**src/core/rpc_map.vh**
```
`ifndef RPC_MAP_VH
`define RPC_MAP_VH

// ****************************************
// register byte addresses
// ****************************************
`define RPC_ADDR_CORE_CTRL 8'h54
`define RPC_ADDR_RESET_FLAGS 8'h58
`define RPC_ADDR_CLOCK_GATE 8'h64

// ****************************************
// core control fields
// ****************************************
`define RPC_CC_SLEEP_OFF 6
`define RPC_CC_SLEEP_UNLOCK 5
`define RPC_CC_PULLUP_OFF 4
`define RPC_CC_VEC_SELECT 1
`define RPC_CC_VEC_CHANGE 0
`define RPC_CC_RESET 8'h00

// ****************************************
// peripheral clock gate fields
// ****************************************
`define RPC_PG_TWO_WIRE 7
`define RPC_PG_TIMER_TWO 6
`define RPC_PG_TIMER_ZERO 5
`define RPC_PG_RESERVED 4
`define RPC_PG_TIMER_ONE 3
`define RPC_PG_SERIAL_PERIPH 2
`define RPC_PG_UART_ZERO 1
`define RPC_PG_CONVERTER 0
`define RPC_PG_RESET 8'h00
`define RPC_PG_WRITE_MASK 8'hef

// ****************************************
// reset flag fields
// ****************************************
`define RPC_RF_WATCHDOG 3
`define RPC_RF_BROWNOUT 2
`define RPC_RF_EXTERNAL 1
`define RPC_RF_POWERON 0
`define RPC_RF_RESET 4'h0

// ****************************************
// timing
// ****************************************
`define RPC_CLK_MHZ 250
`define RPC_UNLOCK_WINDOW 3'h4
`define RPC_SLEEP_OFF_ACTIVE 3'h3
`define RPC_SLEEP_OFF_CLEAR 3'h6
`define RPC_TOUT_SUT0_US 0
`define RPC_TOUT_SUT1_US 4100
`define RPC_TOUT_SUT2_US 65000
`define RPC_TOUT_SUT3_US 65000
`define RPC_XTAL_START_CYCLES 16384
`define RPC_BROWNOUT_FUSE_OFF 3'h7

`endif

```
**src/core/rpc_delay.v**
```verilog
`timescale 1ns/1ps
`include "rpc_map.vh"

// ****************************************
// reset stretch counter
// ****************************************
module rpc_delay #(
   parameter CW = 24
) (
   input wire clk_sys,
   input wire hold,
   input wire [CW-1:0] target,
   output wire done
);

   reg [CW-1:0] cnt_r;
   reg done_r;

   assign done = done_r;

   // any active source restarts the count at once, no clock needed
   always @(posedge clk_sys or posedge hold) begin
      if (hold) begin
         cnt_r <= {CW{1'b0}};
         done_r <= 1'b0;
      end else if (!done_r) begin
         if (cnt_r >= target) begin
            done_r <= 1'b1;
         end else begin
            cnt_r <= cnt_r + {{(CW-1){1'b0}}, 1'b1};
         end
      end
   end

endmodule

```
**src/core/rpc_top.v**
```verilog
`timescale 1ns/1ps
`include "rpc_map.vh"

module rpc_top #(
   parameter [23:0] TOUT_SUT0 = `RPC_TOUT_SUT0_US * `RPC_CLK_MHZ,
   parameter [23:0] TOUT_SUT1 = `RPC_TOUT_SUT1_US * `RPC_CLK_MHZ,
   parameter [23:0] TOUT_SUT2 = `RPC_TOUT_SUT2_US * `RPC_CLK_MHZ,
   parameter [23:0] TOUT_SUT3 = `RPC_TOUT_SUT3_US * `RPC_CLK_MHZ,
   parameter [23:0] XTAL_START = `RPC_XTAL_START_CYCLES
) (
   input wire clk_sys,
   input wire rst,
   input wire [7:0] avs_address,
   input wire avs_read,
   input wire avs_write,
   input wire [31:0] avs_writedata,
   output wire [31:0] avs_readdata,
   output wire avs_waitrequest,
   input wire supply_low,
   input wire ext_rst_n,
   input wire wdt_timeout,
   input wire wdt_reset_mode,
   input wire brownout_low,
   input wire reset_pin_disable_fuse,
   input wire [2:0] brownout_level_fuse,
   input wire [1:0] startup_time_fuse,
   input wire [3:0] clock_select_fuse,
   input wire sleep_exec,
   input wire sleep_wake,
   input wire timer_two_async_select,
   output wire cpu_reset,
   output wire io_port_reset,
   output wire [7:0] periph_stop,
   output wire acmp_mux_block,
   output wire brownout_sleep_off_active,
   output wire brownout_off_in_sleep
);

   // ****************************************
   // declarations
   // ****************************************
   reg wait_r;
   reg [31:0] rdata_r;
   reg [31:0] rdata_nxt;
   reg [7:0] gate_r;
   reg [2:0] cc_plain_r;
   reg unlock_r;
   reg [2:0] win_r;
   reg sleep_off_r;
   reg [2:0] so_cnt_r;
   reg so_active_r;
   reg off_in_sleep_r;
   reg [3:0] flags_r;
   reg wdt_prev_r;
   reg wdt_pulse_r;
   reg pin_dis_r;
   reg brownout_en_r;
   reg [23:0] tout_nxt;
   reg cpu_reset_r;
   reg io_reset_r;
   reg [7:0] stop_r;
   reg acmp_block_r;
   wire req;
   wire take;
   wire wr_take;
   wire wr_cc;
   wire wr_gate;
   wire wr_flags;
   wire arm;
   wire src_por;
   wire src_ext;
   wire src_bo;
   wire src_any;
   wire hold;
   wire delay_done;

   // ****************************************
   // register bus slave
   // ****************************************
   assign req = avs_read | avs_write;
   assign take = req & ~wait_r;
   assign wr_take = take & avs_write;
   assign wr_cc = wr_take & ({avs_address[7:2], 2'b00} == `RPC_ADDR_CORE_CTRL);
   assign wr_gate = wr_take & ({avs_address[7:2], 2'b00} == `RPC_ADDR_CLOCK_GATE);
   assign wr_flags = wr_take & ({avs_address[7:2], 2'b00} == `RPC_ADDR_RESET_FLAGS);
   assign avs_waitrequest = wait_r;
   assign avs_readdata = rdata_r;

   // one wait cycle per access; read data is latched in that wait cycle
   always @(posedge clk_sys or posedge rst) begin
      if (rst) begin
         wait_r <= 1'b1;
      end else begin
         wait_r <= ~(req & wait_r);
      end
   end

   // read mux; unmapped addresses read as zero
   always @* begin
      rdata_nxt = 32'h0000_0000;
      case ({avs_address[7:2], 2'b00})
         `RPC_ADDR_CORE_CTRL: begin
            rdata_nxt[`RPC_CC_SLEEP_OFF] = sleep_off_r;
            rdata_nxt[`RPC_CC_SLEEP_UNLOCK] = unlock_r;
            rdata_nxt[`RPC_CC_PULLUP_OFF] = cc_plain_r[2];
            rdata_nxt[`RPC_CC_VEC_SELECT] = cc_plain_r[1];
            rdata_nxt[`RPC_CC_VEC_CHANGE] = cc_plain_r[0];
         end
         `RPC_ADDR_CLOCK_GATE: begin
            rdata_nxt[7:0] = gate_r & `RPC_PG_WRITE_MASK;
         end
         `RPC_ADDR_RESET_FLAGS: begin
            rdata_nxt[3:0] = flags_r;
         end
         default: rdata_nxt = 32'h0000_0000;
      endcase
   end

   always @(posedge clk_sys or posedge rst) begin
      if (rst) begin
         rdata_r <= 32'h0000_0000;
      end else if (avs_read && wait_r) begin
         rdata_r <= rdata_nxt;
      end
   end

   // ****************************************
   // plain control registers
   // ****************************************
   // internal reset returns both to their initial values
   always @(posedge clk_sys or posedge rst) begin
      if (rst) begin
         gate_r <= `RPC_PG_RESET;
         cc_plain_r <= 3'h0;
      end else if (cpu_reset_r) begin
         gate_r <= `RPC_PG_RESET;
         cc_plain_r <= 3'h0;
      end else begin
         if (wr_gate) begin
            gate_r <= avs_writedata[7:0] & `RPC_PG_WRITE_MASK;
         end
         if (wr_cc) begin
            cc_plain_r <= {avs_writedata[`RPC_CC_PULLUP_OFF],
                           avs_writedata[`RPC_CC_VEC_SELECT],
                           avs_writedata[`RPC_CC_VEC_CHANGE]};
         end
      end
   end

   // ****************************************
   // brown-out sleep-off timed sequence
   // ****************************************
   // a second write can land two cycles after the first at the earliest,
   // so the four-cycle window always fits one bus access
   assign arm = wr_cc & unlock_r & avs_writedata[`RPC_CC_SLEEP_OFF]
                & ~avs_writedata[`RPC_CC_SLEEP_UNLOCK];

   // unlock window opens on a write with both bits set
   always @(posedge clk_sys or posedge rst) begin
      if (rst) begin
         unlock_r <= 1'b0;
         win_r <= 3'h0;
      end else if (cpu_reset_r || arm) begin
         unlock_r <= 1'b0;
         win_r <= 3'h0;
      end else if (wr_cc && avs_writedata[`RPC_CC_SLEEP_OFF]
                   && avs_writedata[`RPC_CC_SLEEP_UNLOCK]) begin
         unlock_r <= 1'b1;
         win_r <= `RPC_UNLOCK_WINDOW;
      end else if (win_r != 3'h0) begin
         win_r <= win_r - 3'h1;
         if (win_r == 3'h1) begin
            unlock_r <= 1'b0;
         end
      end
   end

   // a late or unlocked write never reaches the bit: only arm sets it
   always @(posedge clk_sys or posedge rst) begin
      if (rst) begin
         sleep_off_r <= 1'b0;
         so_cnt_r <= 3'h0;
         so_active_r <= 1'b0;
      end else if (cpu_reset_r) begin
         sleep_off_r <= 1'b0;
         so_cnt_r <= 3'h0;
         so_active_r <= 1'b0;
      end else if (arm && !sleep_off_r) begin
         sleep_off_r <= 1'b1;
         so_cnt_r <= 3'h0;
      end else if (sleep_off_r) begin
         so_cnt_r <= so_cnt_r + 3'h1;
         if (so_cnt_r == `RPC_SLEEP_OFF_ACTIVE - 3'h1) begin
            so_active_r <= 1'b1;
         end
         if (so_cnt_r == `RPC_SLEEP_OFF_CLEAR - 3'h1) begin
            sleep_off_r <= 1'b0;
            so_active_r <= 1'b0;
         end
      end
   end

   // detector stays off until the core wakes up again
   always @(posedge clk_sys or posedge rst) begin
      if (rst) begin
         off_in_sleep_r <= 1'b0;
      end else if (cpu_reset_r || sleep_wake) begin
         off_in_sleep_r <= 1'b0;
      end else if (sleep_exec && so_active_r) begin
         off_in_sleep_r <= 1'b1;
      end
   end

   // ****************************************
   // fuse sampling
   // ****************************************
   // clock select bit 3 picks a crystal, which adds an oscillator start-up
   always @* begin
      case (startup_time_fuse)
         2'h0: tout_nxt = TOUT_SUT0;
         2'h1: tout_nxt = TOUT_SUT1;
         2'h2: tout_nxt = TOUT_SUT2;
         default: tout_nxt = TOUT_SUT3;
      endcase
      if (clock_select_fuse[3]) begin
         tout_nxt = tout_nxt + XTAL_START;
      end
   end

   // fuses are static: they are only followed while reset is held
   always @(posedge clk_sys or posedge rst) begin
      if (rst) begin
         pin_dis_r <= 1'b0;
         brownout_en_r <= 1'b0;
      end else if (cpu_reset_r) begin
         pin_dis_r <= reset_pin_disable_fuse;
         brownout_en_r <= (brownout_level_fuse != `RPC_BROWNOUT_FUSE_OFF);
      end
   end

   // ****************************************
   // reset sources
   // ****************************************
   // supply and pin are combinational so reset works with no clock
   assign src_por = supply_low;
   assign src_ext = ~ext_rst_n & ~pin_dis_r;
   assign src_bo = brownout_low & brownout_en_r & ~off_in_sleep_r;
   assign src_any = src_por | src_ext | src_bo | wdt_pulse_r;
   assign hold = rst | src_any;

   // watchdog time-out edge becomes a single-cycle pulse; this flop is
   // cleared only by rst, since clearing it with hold would self-loop
   always @(posedge clk_sys or posedge rst) begin
      if (rst) begin
         wdt_prev_r <= 1'b0;
         wdt_pulse_r <= 1'b0;
      end else begin
         wdt_prev_r <= wdt_timeout;
         wdt_pulse_r <= wdt_timeout & ~wdt_prev_r & wdt_reset_mode;
      end
   end

   rpc_delay #(
      .CW(24)
   ) u_delay (
      .clk_sys(clk_sys),
      .hold(hold),
      .target(tout_nxt), // live fuses: a copy cleared by rst would cut the first stretch to nothing
      .done(delay_done)
   );

   // internal and port resets set at once, release after the time-out
   always @(posedge clk_sys or posedge hold) begin
      if (hold) begin
         cpu_reset_r <= 1'b1;
         io_reset_r <= 1'b1;
      end else begin
         cpu_reset_r <= ~delay_done;
         io_reset_r <= ~delay_done;
      end
   end

   assign cpu_reset = cpu_reset_r;
   assign io_port_reset = io_reset_r;

   // ****************************************
   // reset flags
   // ****************************************
   // sources set flags over zero writes; power-on wipes the others
   always @(posedge clk_sys or posedge rst) begin
      if (rst) begin
         flags_r <= `RPC_RF_RESET;
      end else if (src_por) begin
         flags_r <= 4'h1 << `RPC_RF_POWERON;
      end else begin
         if (wr_flags) begin
            flags_r <= flags_r & avs_writedata[3:0];
         end
         if (src_ext) begin
            flags_r[`RPC_RF_EXTERNAL] <= 1'b1;
         end
         if (src_bo) begin
            flags_r[`RPC_RF_BROWNOUT] <= 1'b1;
         end
         if (wdt_pulse_r) begin
            flags_r[`RPC_RF_WATCHDOG] <= 1'b1;
         end
      end
   end

   // ****************************************
   // peripheral clock stops
   // ****************************************
   // a stopped peripheral keeps its state, so clearing the bit resumes it
   genvar g;
   generate
      for (g = 0; g < 8; g = g + 1) begin : g_stop
         always @(posedge clk_sys or posedge rst) begin
            if (rst) begin
               stop_r[g] <= 1'b0;
            end else if (g == `RPC_PG_TIMER_TWO) begin
               stop_r[g] <= gate_r[g] & ~timer_two_async_select;
            end else begin
               stop_r[g] <= gate_r[g];
            end
         end
      end
   endgenerate

   // comparator loses the converter mux while the converter is shut
   always @(posedge clk_sys or posedge rst) begin
      if (rst) begin
         acmp_block_r <= 1'b0;
      end else begin
         acmp_block_r <= gate_r[`RPC_PG_CONVERTER];
      end
   end

   assign periph_stop = stop_r;
   assign acmp_mux_block = acmp_block_r;
   assign brownout_sleep_off_active = so_active_r;
   assign brownout_off_in_sleep = off_in_sleep_r;

endmodule

```
**config.mk**
```make
export PLATFORM = sky130hd
export DESIGN_NAME = rpc_top
export DESIGN_NICKNAME = d
export VERILOG_FILES = /design/src/core/rpc_delay.v /design/src/core/rpc_top.v
export VERILOG_INCLUDE_DIRS = /design/src /design/src/core
export SDC_FILE = /design/constraint.sdc
export NUM_CORES = 1
export LEC_CHECK = 0
export ABC_AREA = 1
export BUFFER_PORTS_ARGS = -buffer_cell sky130_fd_sc_hd__buf_2
export CAP_MARGIN = 0
export CORE_MARGIN = 8
export CORE_UTILIZATION = 39
export CTS_CLUSTER_SIZE = 16
export DETAILED_ROUTE_END_ITERATION = 6
export GPL_TIMING_DRIVEN = 0
export PLACE_DENSITY = 0.61
export SLEW_MARGIN = 20
export SYNTH_ARGS = -nofsm -noshare
export SYNTH_HDL_FRONTEND = slang
export SYNTH_SLANG_ARGS = --single-unit
```
**constraint.sdc**
```tcl
create_clock -name clk_sys -period 2.8 [get_ports clk_sys]
set_clock_uncertainty 0.1 [all_clocks]
set_input_delay 0.28 -clock clk_sys [delete_from_list [all_inputs] [get_ports clk_sys]]
set_output_delay 0.28 -clock clk_sys [all_outputs]
set_load 0.02 [all_outputs]
```
==> flow_summary.json, run 1 <==
{
  "core_area_um2": 10800,
  "port_buffers": 53,
  "crit_buf_inv": 5,
  "dieArea_um2": 14700,
  "clock_latency_ns": 0.35,
  "synthDistinctLibCells": 33,
  "clkPwrFrac": 0.327,
  "power_frac_seq": 0.495,
  "multiInputGateArea_um2": 2220,
  "start_util": 0.398,
  "syn_avg_cell_area_um2": 7.45,
  "clock-sinks": 70,
  "worstPathRequired_ns": 2.93,
  "yosysWarnings": 0,
  "p_sw_frac": 0.328,
  "place.gp.congestion": 0.895,
  "grt_pass1_wl_mm": 17.2,
  "p_leak_nw": 2.76,
  "slew_headroom": 0.545,
  "dieHeight_um": 121,
  "critical_path.cell_chain": "buf_2, inv_1, nand2_1, inv_1, nor2_1, ha_1, nand2_1, inv_1, a21oi_1, nand2_1, nand2_1, nand3_2, buf_2, nand2_1, nand2_1",
  "antenna_found_initial": 0,
  "cts_buffers": 9,
  "ios": 108,
  "endpoint_kind": "flip-flop",
  "slowest_delay_ns": 0.31,
  "cts_root_buf": "clkbuf_8",
  "via_count": 3764,
  "cts_resized": 0,
  "drt_iter0_markers": 246,
  "drive_gt1_frac": 0.174,
  "setup_viol": 0,
  "register_area_um2": 1750,
  "fmax_ghz": 0.420,
  "htree_levels": 3,
  "outcome": "finished clean",
  "cts_tree": "yes",
  "seq_area_frac_synth": 0.407,
  "vias_per_cell": 4.60,
  "worstSetupStartpointType": "primary input",
  "clock_path_buffers": 2,
  "power.internal_mw": 1.56,
  "wl_per_cell_um": 12.6,
  "die_w_um": 121,
  "wl_mm": 10.4,
  "path_delay_family": "buffers and inverters",
  "netlist_area_um2": 4310,
  "groute.usage.overall": 0.144,
  "irDropWorstVdd_mv": 0.197,
  "grt_pass1_vias": 3739,
  "p_total_mw": 2.33,
  "nNetsFinal": 764,
  "switchingPower_mw": 0.764,
  "diodes": 0,
  "cp_max_fo": 10,
  "power_frac_comb": 0.179,
  "drc": 0,
  "min_period_ns": 2.38,
  "rsz0062_at_grt": "false",
  "drv_cap": 0,
  "tightest_slew_ns": 0.681,
  "grt_max_degree": 26,
  "firstDrtPassIters": 4,
  "cp.arrival_ns": 2.51,
  "path_class": "in -> reg",
  "slowest_stage": "inv_1",
  "cts_setup_buffers": 0,
  "hpwl_mm": 8.05,
  "power_density_nw_per_um2": 455,
  "min_path_type": "in -> reg",
  "finalHoldViolCount": 0,
  "syn_inst": 579,
  "finalMaxSlewViolations": 0,
  "nFillCells": 1090,
  "ys_seq_elements": 70,
  "grt_overflow": 0,
  "tns_ns": 0,
  "postRouteAntennaNets": 0,
  "core.rowCount": 38,
  "crit_top_cell": "nand2_1",
  "clk_pin_slew_ns": 0.09,
  "areaGrowthSynthToFinish_pct": 18.5,
  "period_share": 0.851
}
-- final cells by class --
cell class	count	area share
Multi-Input combinational cell	449	0.435
Sequential cell	70	0.343
Timing Repair Buffer	60	0.0685
Buffer	34	0.0487
Inverter	50	0.0367
Tap cell	140	0.0343
Clock buffer	10	0.0250
Clock inverter	6	0.00881
-- flip-flops by register name (all words and copies together), names as in the netlist --
signal and cells:
cc_plain_r 3, wdt_prev_r 1, gate_r 7, brownout_sleep_off_active 1, flags_r 4, periph_stop 6
so_cnt_r 3, pin_dis_r 1, sleep_off_r 1, avs_waitrequest 1, u_delay.cnt_r 24, win_r 3
unlock_r 1, io_port_reset 1, u_delay.done 1, avs_readdata 8, acmp_mux_block 1, brownout_en_r 1
brownout_off_in_sleep 1, wdt_pulse_r 1
-- logic make-up after synthesis --
family	count (synthesis)	synth area share
simple gates	344	0.331
buf+inv	84	0.101
flops	70	0.407
compound gates	33	0.0406
fa+ha+maj	28	0.0812
xor+xnor	18	0.0365
other cells	1	0.000869
mux	1	0.00232
-- power groups by stage --
| stage | clock network (mW) | registers (mW) | logic [mW] |
|---|---|---|---|
| floorplan | 0 | 1.17 | 0.290 |
| global placement | 0 | 1.17 | 0.387 |
| detailed placement | 0 | 1.17 | 0.411 |
| CTS | 0.777 | 1.15 | 0.418 |
| global route | 0.813 | 1.16 | 0.483 |
| finish | 0.761 | 1.15 | 0.416 |
-- cells in the final DEF (no fill, tap or decap), drive strengths merged --
master,netlist,final
o21ai,13,13
nand3,35,35
inv,50,52
clkbuf,3,13
ha,28,28
or3,1,1
clkinvlp,0,3
or2,1,1
dfrtp,68,68
nor3b,1,1
nand3b,7,7
conb,1,25
dlygate4sd3,0,5
nor2,64,64
a31oi,4,4
xor2,9,9
o22ai,1,1
xnor2,9,9
a21oi,14,14
buf,31,86
dfstp,2,2
a41oi,1,1
nor3,3,3
clkinv,0,1
nand4,3,3
nand2,229,229
mux2i,1,1
-- metrics by stage --
stage / setup slack, ns / cells / util / area (µm²) / hold slack (ns)
final: 0.416 / 819 / 0.472 / 5110 / 0.0252
after floorplan: 0.715 / 603 / - / 4410 / 0.211
after global routing: 0.200 / 819 / 0.472 / 5110 / 0.0183
after CTS: 0.449 / 819 / 0.472 / 5110 / 0.0135
after global placement: 0.119 / 796 / 0.447 / 4850 / 0.278
after detailed placement: 0.0927 / 798 / 0.451 / 4890 / 0.245
-- routing by layer --
layer | GRT usage | up-vias | share of wire
met2 | 0.254 | 78 | 0.47
li1 | - | 1948 | -
met1 | 0.167 | 1728 | 0.46
met3 | 0.0307 | 10 | 0.058
met4 | 0.0555 | 0 | 0.013
met5 | 0 | - | 0
-- repair_timing --
action | in CTS | in global routing
hold endpoints to repair | 22 | 0
setup endpoints to repair | 0 | 0
hold buffers | 5 | 0
-- synthesized netlist by cell type --
master,n,share of area
nand2_1,225,0.20
dfrtp_1,68,0.39
nor2_1,60,0.052
inv_1,48,0.042
nand3_1,34,0.039
buf_4,28,0.049
ha_1,28,0.081
a21oi_1,14,0.016
o21ai_0,13,0.015
xnor2_1,9,0.018
xor2_1,9,0.018
nand3b_1,7,0.012
a31oi_1,4,0.0058
clkbuf_1,3,0.0026
nand2_2,3,0.0044
nand4_1,3,0.0044
buf_6,2,0.0052
dfstp_2,2,0.012
inv_2,2,0.0017
nor2_2,2,0.0029
nor2_4,2,0.0052
nor3_1,2,0.0023
a41oi_1,1,0.0020
buf_2,1,0.0012
conb_1,1,0.00087
mux2i_1,1,0.0023
nand2_4,1,0.0026
nand3_2,1,0.0023
nor3_2,1,0.0023
nor3b_1,1,0.0017
o22ai_1,1,0.0015
or2_2,1,0.0015
or3_1,1,0.0015
-- worst register-to-register path: cells and delay by family (launching register included) --
kind                     cells  cell delay, ns
AND/OR/NAND/NOR              8            0.92
flip-flops                   1            0.43
buffers and inverters        1            0.25
adder cells (fa/ha/maj)      1            0.36
-- final timing paths --
path,start,to,slack [ns],cells past startpoint
worst min register to register,u_delay.done,io_port_reset,0.28,1
worst max-delay path,startup_time_fuse[1],u_delay.cnt_r[18],0.42,15
max in group asynchronous,brownout_off_in_sleep,u_delay.cnt_r[8],1.38,5
worst min-delay path,reset_pin_disable_fuse,pin_dis_r,0.03,3
min in group asynchronous,ext_rst_n,u_delay.cnt_r[20],0.19,5
worst max register to register,u_delay.cnt_r[23],u_delay.cnt_r[18],0.67,10
Note: power is estimated with default switching activity, not from simulation.
==> run 2: changes to the inputs <==
--- a/config.mk
+++ b/config.mk
@@ -9,7 +9,6 @@
 export ABC_AREA = 1
 export BUFFER_PORTS_ARGS = -buffer_cell sky130_fd_sc_hd__buf_2
 export CAP_MARGIN = 0
-export CORE_MARGIN = 8
 export CORE_UTILIZATION = 39
 export CTS_CLUSTER_SIZE = 16
 export DETAILED_ROUTE_END_ITERATION = 6
==> run 2 against run 1 <==
Register-to-register slack about the same. Cell count down 0.24%. Clock power up 4.3%. Sequential power about the same. Sequential share of layout area about the same. Critical endpoint is now u_delay.cnt_r[11]. Combinational power down 2%. Via count down 0.40%. Die area down 22%.
==> flow_summary.json, run 2 (same netlist as run 1, synthesis figures left out) <==
{
  "outcome": "finished clean",
  "core.rowCount": 38,
  "wl_mm": 9.40,
  "fin_util": 0.474,
  "tightest_slew_ns": 0.681,
  "min_path_type": "in -> reg",
  "start_util": 0.400,
  "endpoint_kind": "flip-flop",
  "ios": 108,
  "port_buffers": 53,
  "htree_levels": 3,
  "cp_max_fo": 10,
  "nNetsFinal": 762,
  "postCtsHoldBufs": 3,
  "finalHoldViolCount": 0,
  "grt_pass1_vias": 3558,
  "slowest_stage": "inv_1",
  "period_share": 0.864,
  "firstDrtPassIters": 4,
  "drv_cap": 0,
  "layout_common_cells": "nand2_1, dfrtp_1, nor2_1, buf_2, inv_1",
  "critical_path.cell_chain": "buf_2, inv_1, nand2_1, inv_1, nor2_1, ha_1, nand2_1, nor2_1, nand2_1, nor2_1, nand2_2, nand3_2, buf_2, nand2_1, nand2_1",
  "cts_tree": "yes",
  "worstSetupStartpointType": "primary input",
  "rsz0062_at_grt": "false",
  "hpwl_mm": 7.46,
  "finalMaxSlewViolations": 0,
  "crit_top_cell": "nand2_1",
  "grt_max_degree": 30,
  "groute.usage.overall": 0.181,
  "cts_setup_buffers": 0,
  "clock-sinks": 70,
  "die_w_um": 107,
  "clock_latency_ns": 0.34,
  "drc": 0,
  "grt_overflow": 0,
  "cp.arrival_ns": 2.60,
  "power_density_nw_per_um2": 459,
  "p_leak_nw": 2.78,
  "place.gp.congestion": 0.960,
  "diodes": 0,
  "cts_root_buf": "clkbuf_8",
  "drive_gt1_frac": 0.174,
  "tns_ns": 0,
  "path_delay_family": "simple AND/OR/NAND/NOR gates",
  "clock_path_buffers": 2,
  "slowest_delay_ns": 0.30,
  "regToRegSetupSlack_ns": 0.67,
  "final_common_cell": "nand2_1",
  "min_period_ns": 2.42,
  "drt_iter0_markers": 195,
  "irDropWorstVdd_mv": 0.205,
  "slew_headroom": 0.544,
  "via_count": 3749,
  "cts_resized": 0,
  "dieHeight_um": 107,
  "postRouteAntennaNets": 0,
  "vias_per_cell": 4.59,
  "fmax_ghz": 0.414,
  "wl_per_cell_um": 11.5,
  "antenna_found_initial": 0,
  "worstPathRequired_ns": 2.98,
  "crit_buf_inv": 4,
  "cts_buffers": 9,
  "largest_reg_flops": 24,
  "path_class": "in -> reg",
  "dieArea_um2": 11500,
  "clk_pin_slew_ns": 0.08,
  "setup_viol": 0,
  "grt_pass1_wl_mm": 16.3,
  "top_register": "u_delay.cnt_r",
  "areaGrowthSynthToFinish_pct": 18.5,
  "core_area_um2": 10800
}
==> run 2: power by group <==
| part | total (mW) | internal [mW] | switching [mW] |
|---|---|---|---|
| registers | 1.15 | 1.07 | 0.0762 |
| logic | 0.408 | 0.163 | 0.245 |
| clock network | 0.794 | 0.410 | 0.384 |
| total | 2.35 | 1.64 | 0.705 |
==> run 2: layer usage <==
metal,vias up,wire length [µm],track usage
met1,1701,4220,0.215
met5,-,0,0
li1,1951,-,-
met2,87,4560,0.320
met3,10,467,0.0328
met4,0,150,0.0753
==> run 2: final cells by class <==
class | instances | area (µm²)
fill | 1077 | 5680
inverter | 50 | 188
clock buffer | 10 | 128
timing repair buffer | 58 | 330
sequential | 70 | 1750
tap | 140 | 175
buffer | 34 | 249
multi-input combinational | 449 | 2220
clock inverter | 6 | 62.6
==> run 2: path summary, 6_finish.rpt <==
kind	startpoint	end	cells past startpoint
hold reg to reg	u_delay.done	io_port_reset	1
min in group asynchronous	ext_rst_n	u_delay.cnt_r[2]	5
hold / removal	avs_write	avs_waitrequest	2
setup reg to reg	u_delay.cnt_r[22]	u_delay.cnt_r[11]	10
max in group asynchronous	brownout_off_in_sleep	u_delay.cnt_r[17]	5
setup / recovery	startup_time_fuse[1]	u_delay.cnt_r[11]	15
==> run 2: worst register-to-register path, cell delays in order, from the launching register on <==
cell	delay, ns
dfrtp_1	0.44
ha_1	0.35
nand2_1	0.06
nor2_1	0.20
nand2_1	0.12
nor2_1	0.18
nand2_2	0.10
nand3_2	0.14
buf_2	0.25
nand2_1	0.08
nand2_1	0.07
==> run 2: metrics by stage <==
stage	setup WS [ns]	hold WS, ns	instance area (µm²)	power (mW)	std cells
floorplan	0.715	0.211	4410	1.46	603
global placement	0.0225	0.274	4850	1.55	796
detailed placement	-0.00977	0.209	4890	1.58	798
CTS	0.344	0.00132	5110	2.39	817
global route	0.0489	0.00401	5110	2.50	817
finish	0.382	0.0152	5110	2.35	817
==> run 3: changes to the inputs <==
--- a/config.mk
+++ b/config.mk
@@ -9,11 +9,12 @@
 export ABC_AREA = 1
 export BUFFER_PORTS_ARGS = -buffer_cell sky130_fd_sc_hd__buf_2
 export CAP_MARGIN = 0
-export CORE_UTILIZATION = 39
+export CORE_UTILIZATION = 50
+export CTS_BUF_LIST = sky130_fd_sc_hd__clkbuf_4 sky130_fd_sc_hd__clkbuf_8
 export CTS_CLUSTER_SIZE = 16
 export DETAILED_ROUTE_END_ITERATION = 6
 export GPL_TIMING_DRIVEN = 0
-export PLACE_DENSITY = 0.61
+export PLACE_DENSITY = 0.76
 export SLEW_MARGIN = 20
 export SYNTH_ARGS = -nofsm -noshare
 export SYNTH_HDL_FRONTEND = slang
==> run 3 against run 2 <==
Power up 5.1%. Via count up 0.96%. Global-route usage up 4.6 points. Clock power up 14%.
==> flow_summary.json, run 3 (same netlist as run 1, synthesis figures left out) <==
{
  "outcome": "finished clean",
  "setup_viol": 0,
  "die_w_um": 94.9,
  "core.rowCount": 33,
  "drc": 0,
  "cts_setup_buffers": 0,
  "core_area_um2": 8300,
  "grt_max_degree": 34,
  "clkPwrFrac": 0.367,
  "period_share": 0.837,
  "slowest_stage": "ha_1",
  "final_common_cell": "nand2_1",
  "irDropWorstVdd_mv": 0.199,
  "crit_top_cell": "nand2_1",
  "multiInputGateArea_um2": 2220,
  "firstDrtPassIters": 4,
  "grt_overflow": 0,
  "slew_headroom": 0.539,
  "port_buffers": 53,
  "cts_resized": 0,
  "dieArea_um2": 9000,
  "clk_pin_slew_ns": 0.07,
  "nFillCells": 738,
  "worstPathRequired_ns": 2.94,
  "largest_reg_flops": 24,
  "clock_latency_ns": 0.35,
  "nNetsFinal": 764,
  "power_frac_comb": 0.165,
  "postRouteAntennaNets": 0,
  "cts_root_buf": "clkbuf_8",
  "power_density_nw_per_um2": 481,
  "areaGrowthSynthToFinish_pct": 18.9,
  "cp.arrival_ns": 2.49,
  "power.internal_mw": 1.74,
  "ios": 108,
  "hpwl_mm": 7.49,
  "whs_ns": 0.0441,
  "finalMaxSlewViolations": 0,
  "power_frac_seq": 0.467,
  "path_delay_family": "buffers and inverters",
  "grt_pass1_wl_mm": 15.5,
  "wl_per_cell_um": 12.0,
  "vias_per_cell": 4.83,
  "worstSetupStartpointType": "primary input",
  "dieHeight_um": 94.9,
  "antenna_found_initial": 0,
  "place.gp.congestion": 0.899,
  "cts_buffers": 9,
  "path_class": "in -> reg",
  "wl_mm": 9.41,
  "register_area_um2": 1750,
  "finalHoldViolCount": 0,
  "slowest_delay_ns": 0.30,
  "rsz0062_at_grt": "false",
  "start_util": 0.520,
  "fmax_ghz": 0.427,
  "drive_gt1_frac": 0.175,
  "layout_common_cells": "nand2_1, dfrtp_1, nor2_1, buf_2, inv_1",
  "min_period_ns": 2.34,
  "cts_tree": "yes",
  "via_count": 3785,
  "endpoint_kind": "flip-flop",
  "critical_path.cell_chain": "buf_2, inv_1, nand2_1, inv_1, nor2_1, ha_1, nand2_1, inv_1, a21oi_1, nand2_1, nand2_1, nand3_2, buf_2, nand2_1, nand2_1",
  "clock_path_buffers": 2,
  "p_leak_nw": 2.80,
  "p_sw_frac": 0.295,
  "clock-sinks": 70,
  "grt_pass1_vias": 3532,
  "top_register": "u_delay.cnt_r",
  "cp_max_fo": 10,
  "tightest_slew_ns": 0.690,
  "drt_iter0_markers": 128,
  "crit_buf_inv": 5,
  "groute.usage.overall": 0.227,
  "diodes": 0,
  "postCtsHoldBufs": 4,
  "htree_levels": 3,
  "tns_ns": 0,
  "min_path_type": "in -> reg",
  "drv_cap": 0,
  "switchingPower_mw": 0.728
}
## run 3: cell types whose count changed in the layout (fill, tap and decap cells not counted)
cell	change
bufinv_16	+1
buf_8	-1
dlygate4sd3_1	+2
clkinv_2	-1
inv_6	+2
clkinvlp_4	+1
clkinv_4	-2
clkbuf_1	-1
buf_16	+1
## run 3: final cells by class
type                       count  area share
inverter                      50      0.0366
buffer                        34      0.0485
timing repair buffer          60      0.0707
multi-input combinational    449       0.434
tap                          105      0.0256
sequential                    70       0.342
clock buffer                   9      0.0242
clock inverter                 7      0.0185
## run 3: path summary, 6_finish.rpt
check                                  startpoint                to  slack [ns]  cells past startpoint
setup / recovery             startup_time_fuse[1]  u_delay.cnt_r[9]        0.46                     15
hold / removal             brownout_level_fuse[0]     brownout_en_r        0.04                      2
setup reg to reg                u_delay.cnt_r[22]  u_delay.cnt_r[9]        0.73                     10
hold reg to reg                      u_delay.done     io_port_reset        0.29                      1
max in group asynchronous           brownout_en_r     io_port_reset        1.33                      4
min in group asynchronous              supply_low      u_delay.done        0.21                      4
## run 3: power groups by stage
| stage | clock network [mW] | logic [mW] | registers [mW] |
|---|---|---|---|
| 3_3_place_gp | 0 | 0.381 | 1.17 |
| 2_1_floorplan | 0 | 0.290 | 1.17 |
| 5_1_grt | 0.969 | 0.465 | 1.16 |
| 3_5_place_dp | 0 | 0.409 | 1.17 |
| 6_report | 0.907 | 0.408 | 1.15 |
| 4_1_cts | 0.922 | 0.413 | 1.15 |
## run 3: layer usage
| metal | part of all wire | GRT usage | up-vias |
|---|---|---|---|
| met4 | 0.033 | 0.125 | 0 |
| met5 | 0 | 0 | - |
| met3 | 0.042 | 0.0290 | 21 |
| li1 | - | - | 1953 |
| met2 | 0.49 | 0.402 | 103 |
| met1 | 0.44 | 0.264 | 1708 |
## run 3: per-stage QoR
| stage | area [µm²] | utilization | power, mW | std cells | setup WS (ns) |
|---|---|---|---|---|---|
| after floorplan | 4410 | - | 1.46 | 603 | 0.715 |
| after global placement | 4810 | 0.579 | 1.55 | 761 | 0.0724 |
| after detailed placement | 4860 | 0.586 | 1.58 | 763 | 0.104 |
| after CTS | 5120 | 0.617 | 2.49 | 783 | 0.469 |
| after global routing | 5130 | 0.618 | 2.60 | 784 | 0.235 |
| final | 5130 | 0.618 | 2.47 | 784 | 0.457 |
## run 3: worst register-to-register path: stages (launching register included)
cell and delay, ns:
dfrtp_1 0.44, ha_1 0.35, nand2_1 0.06, nor2_1 0.18, nand2_1 0.10, nor2_1 0.14, nand2_2 0.07, nand3_2 0.17
buf_2 0.26, nand2_1 0.07, nand2_1 0.07
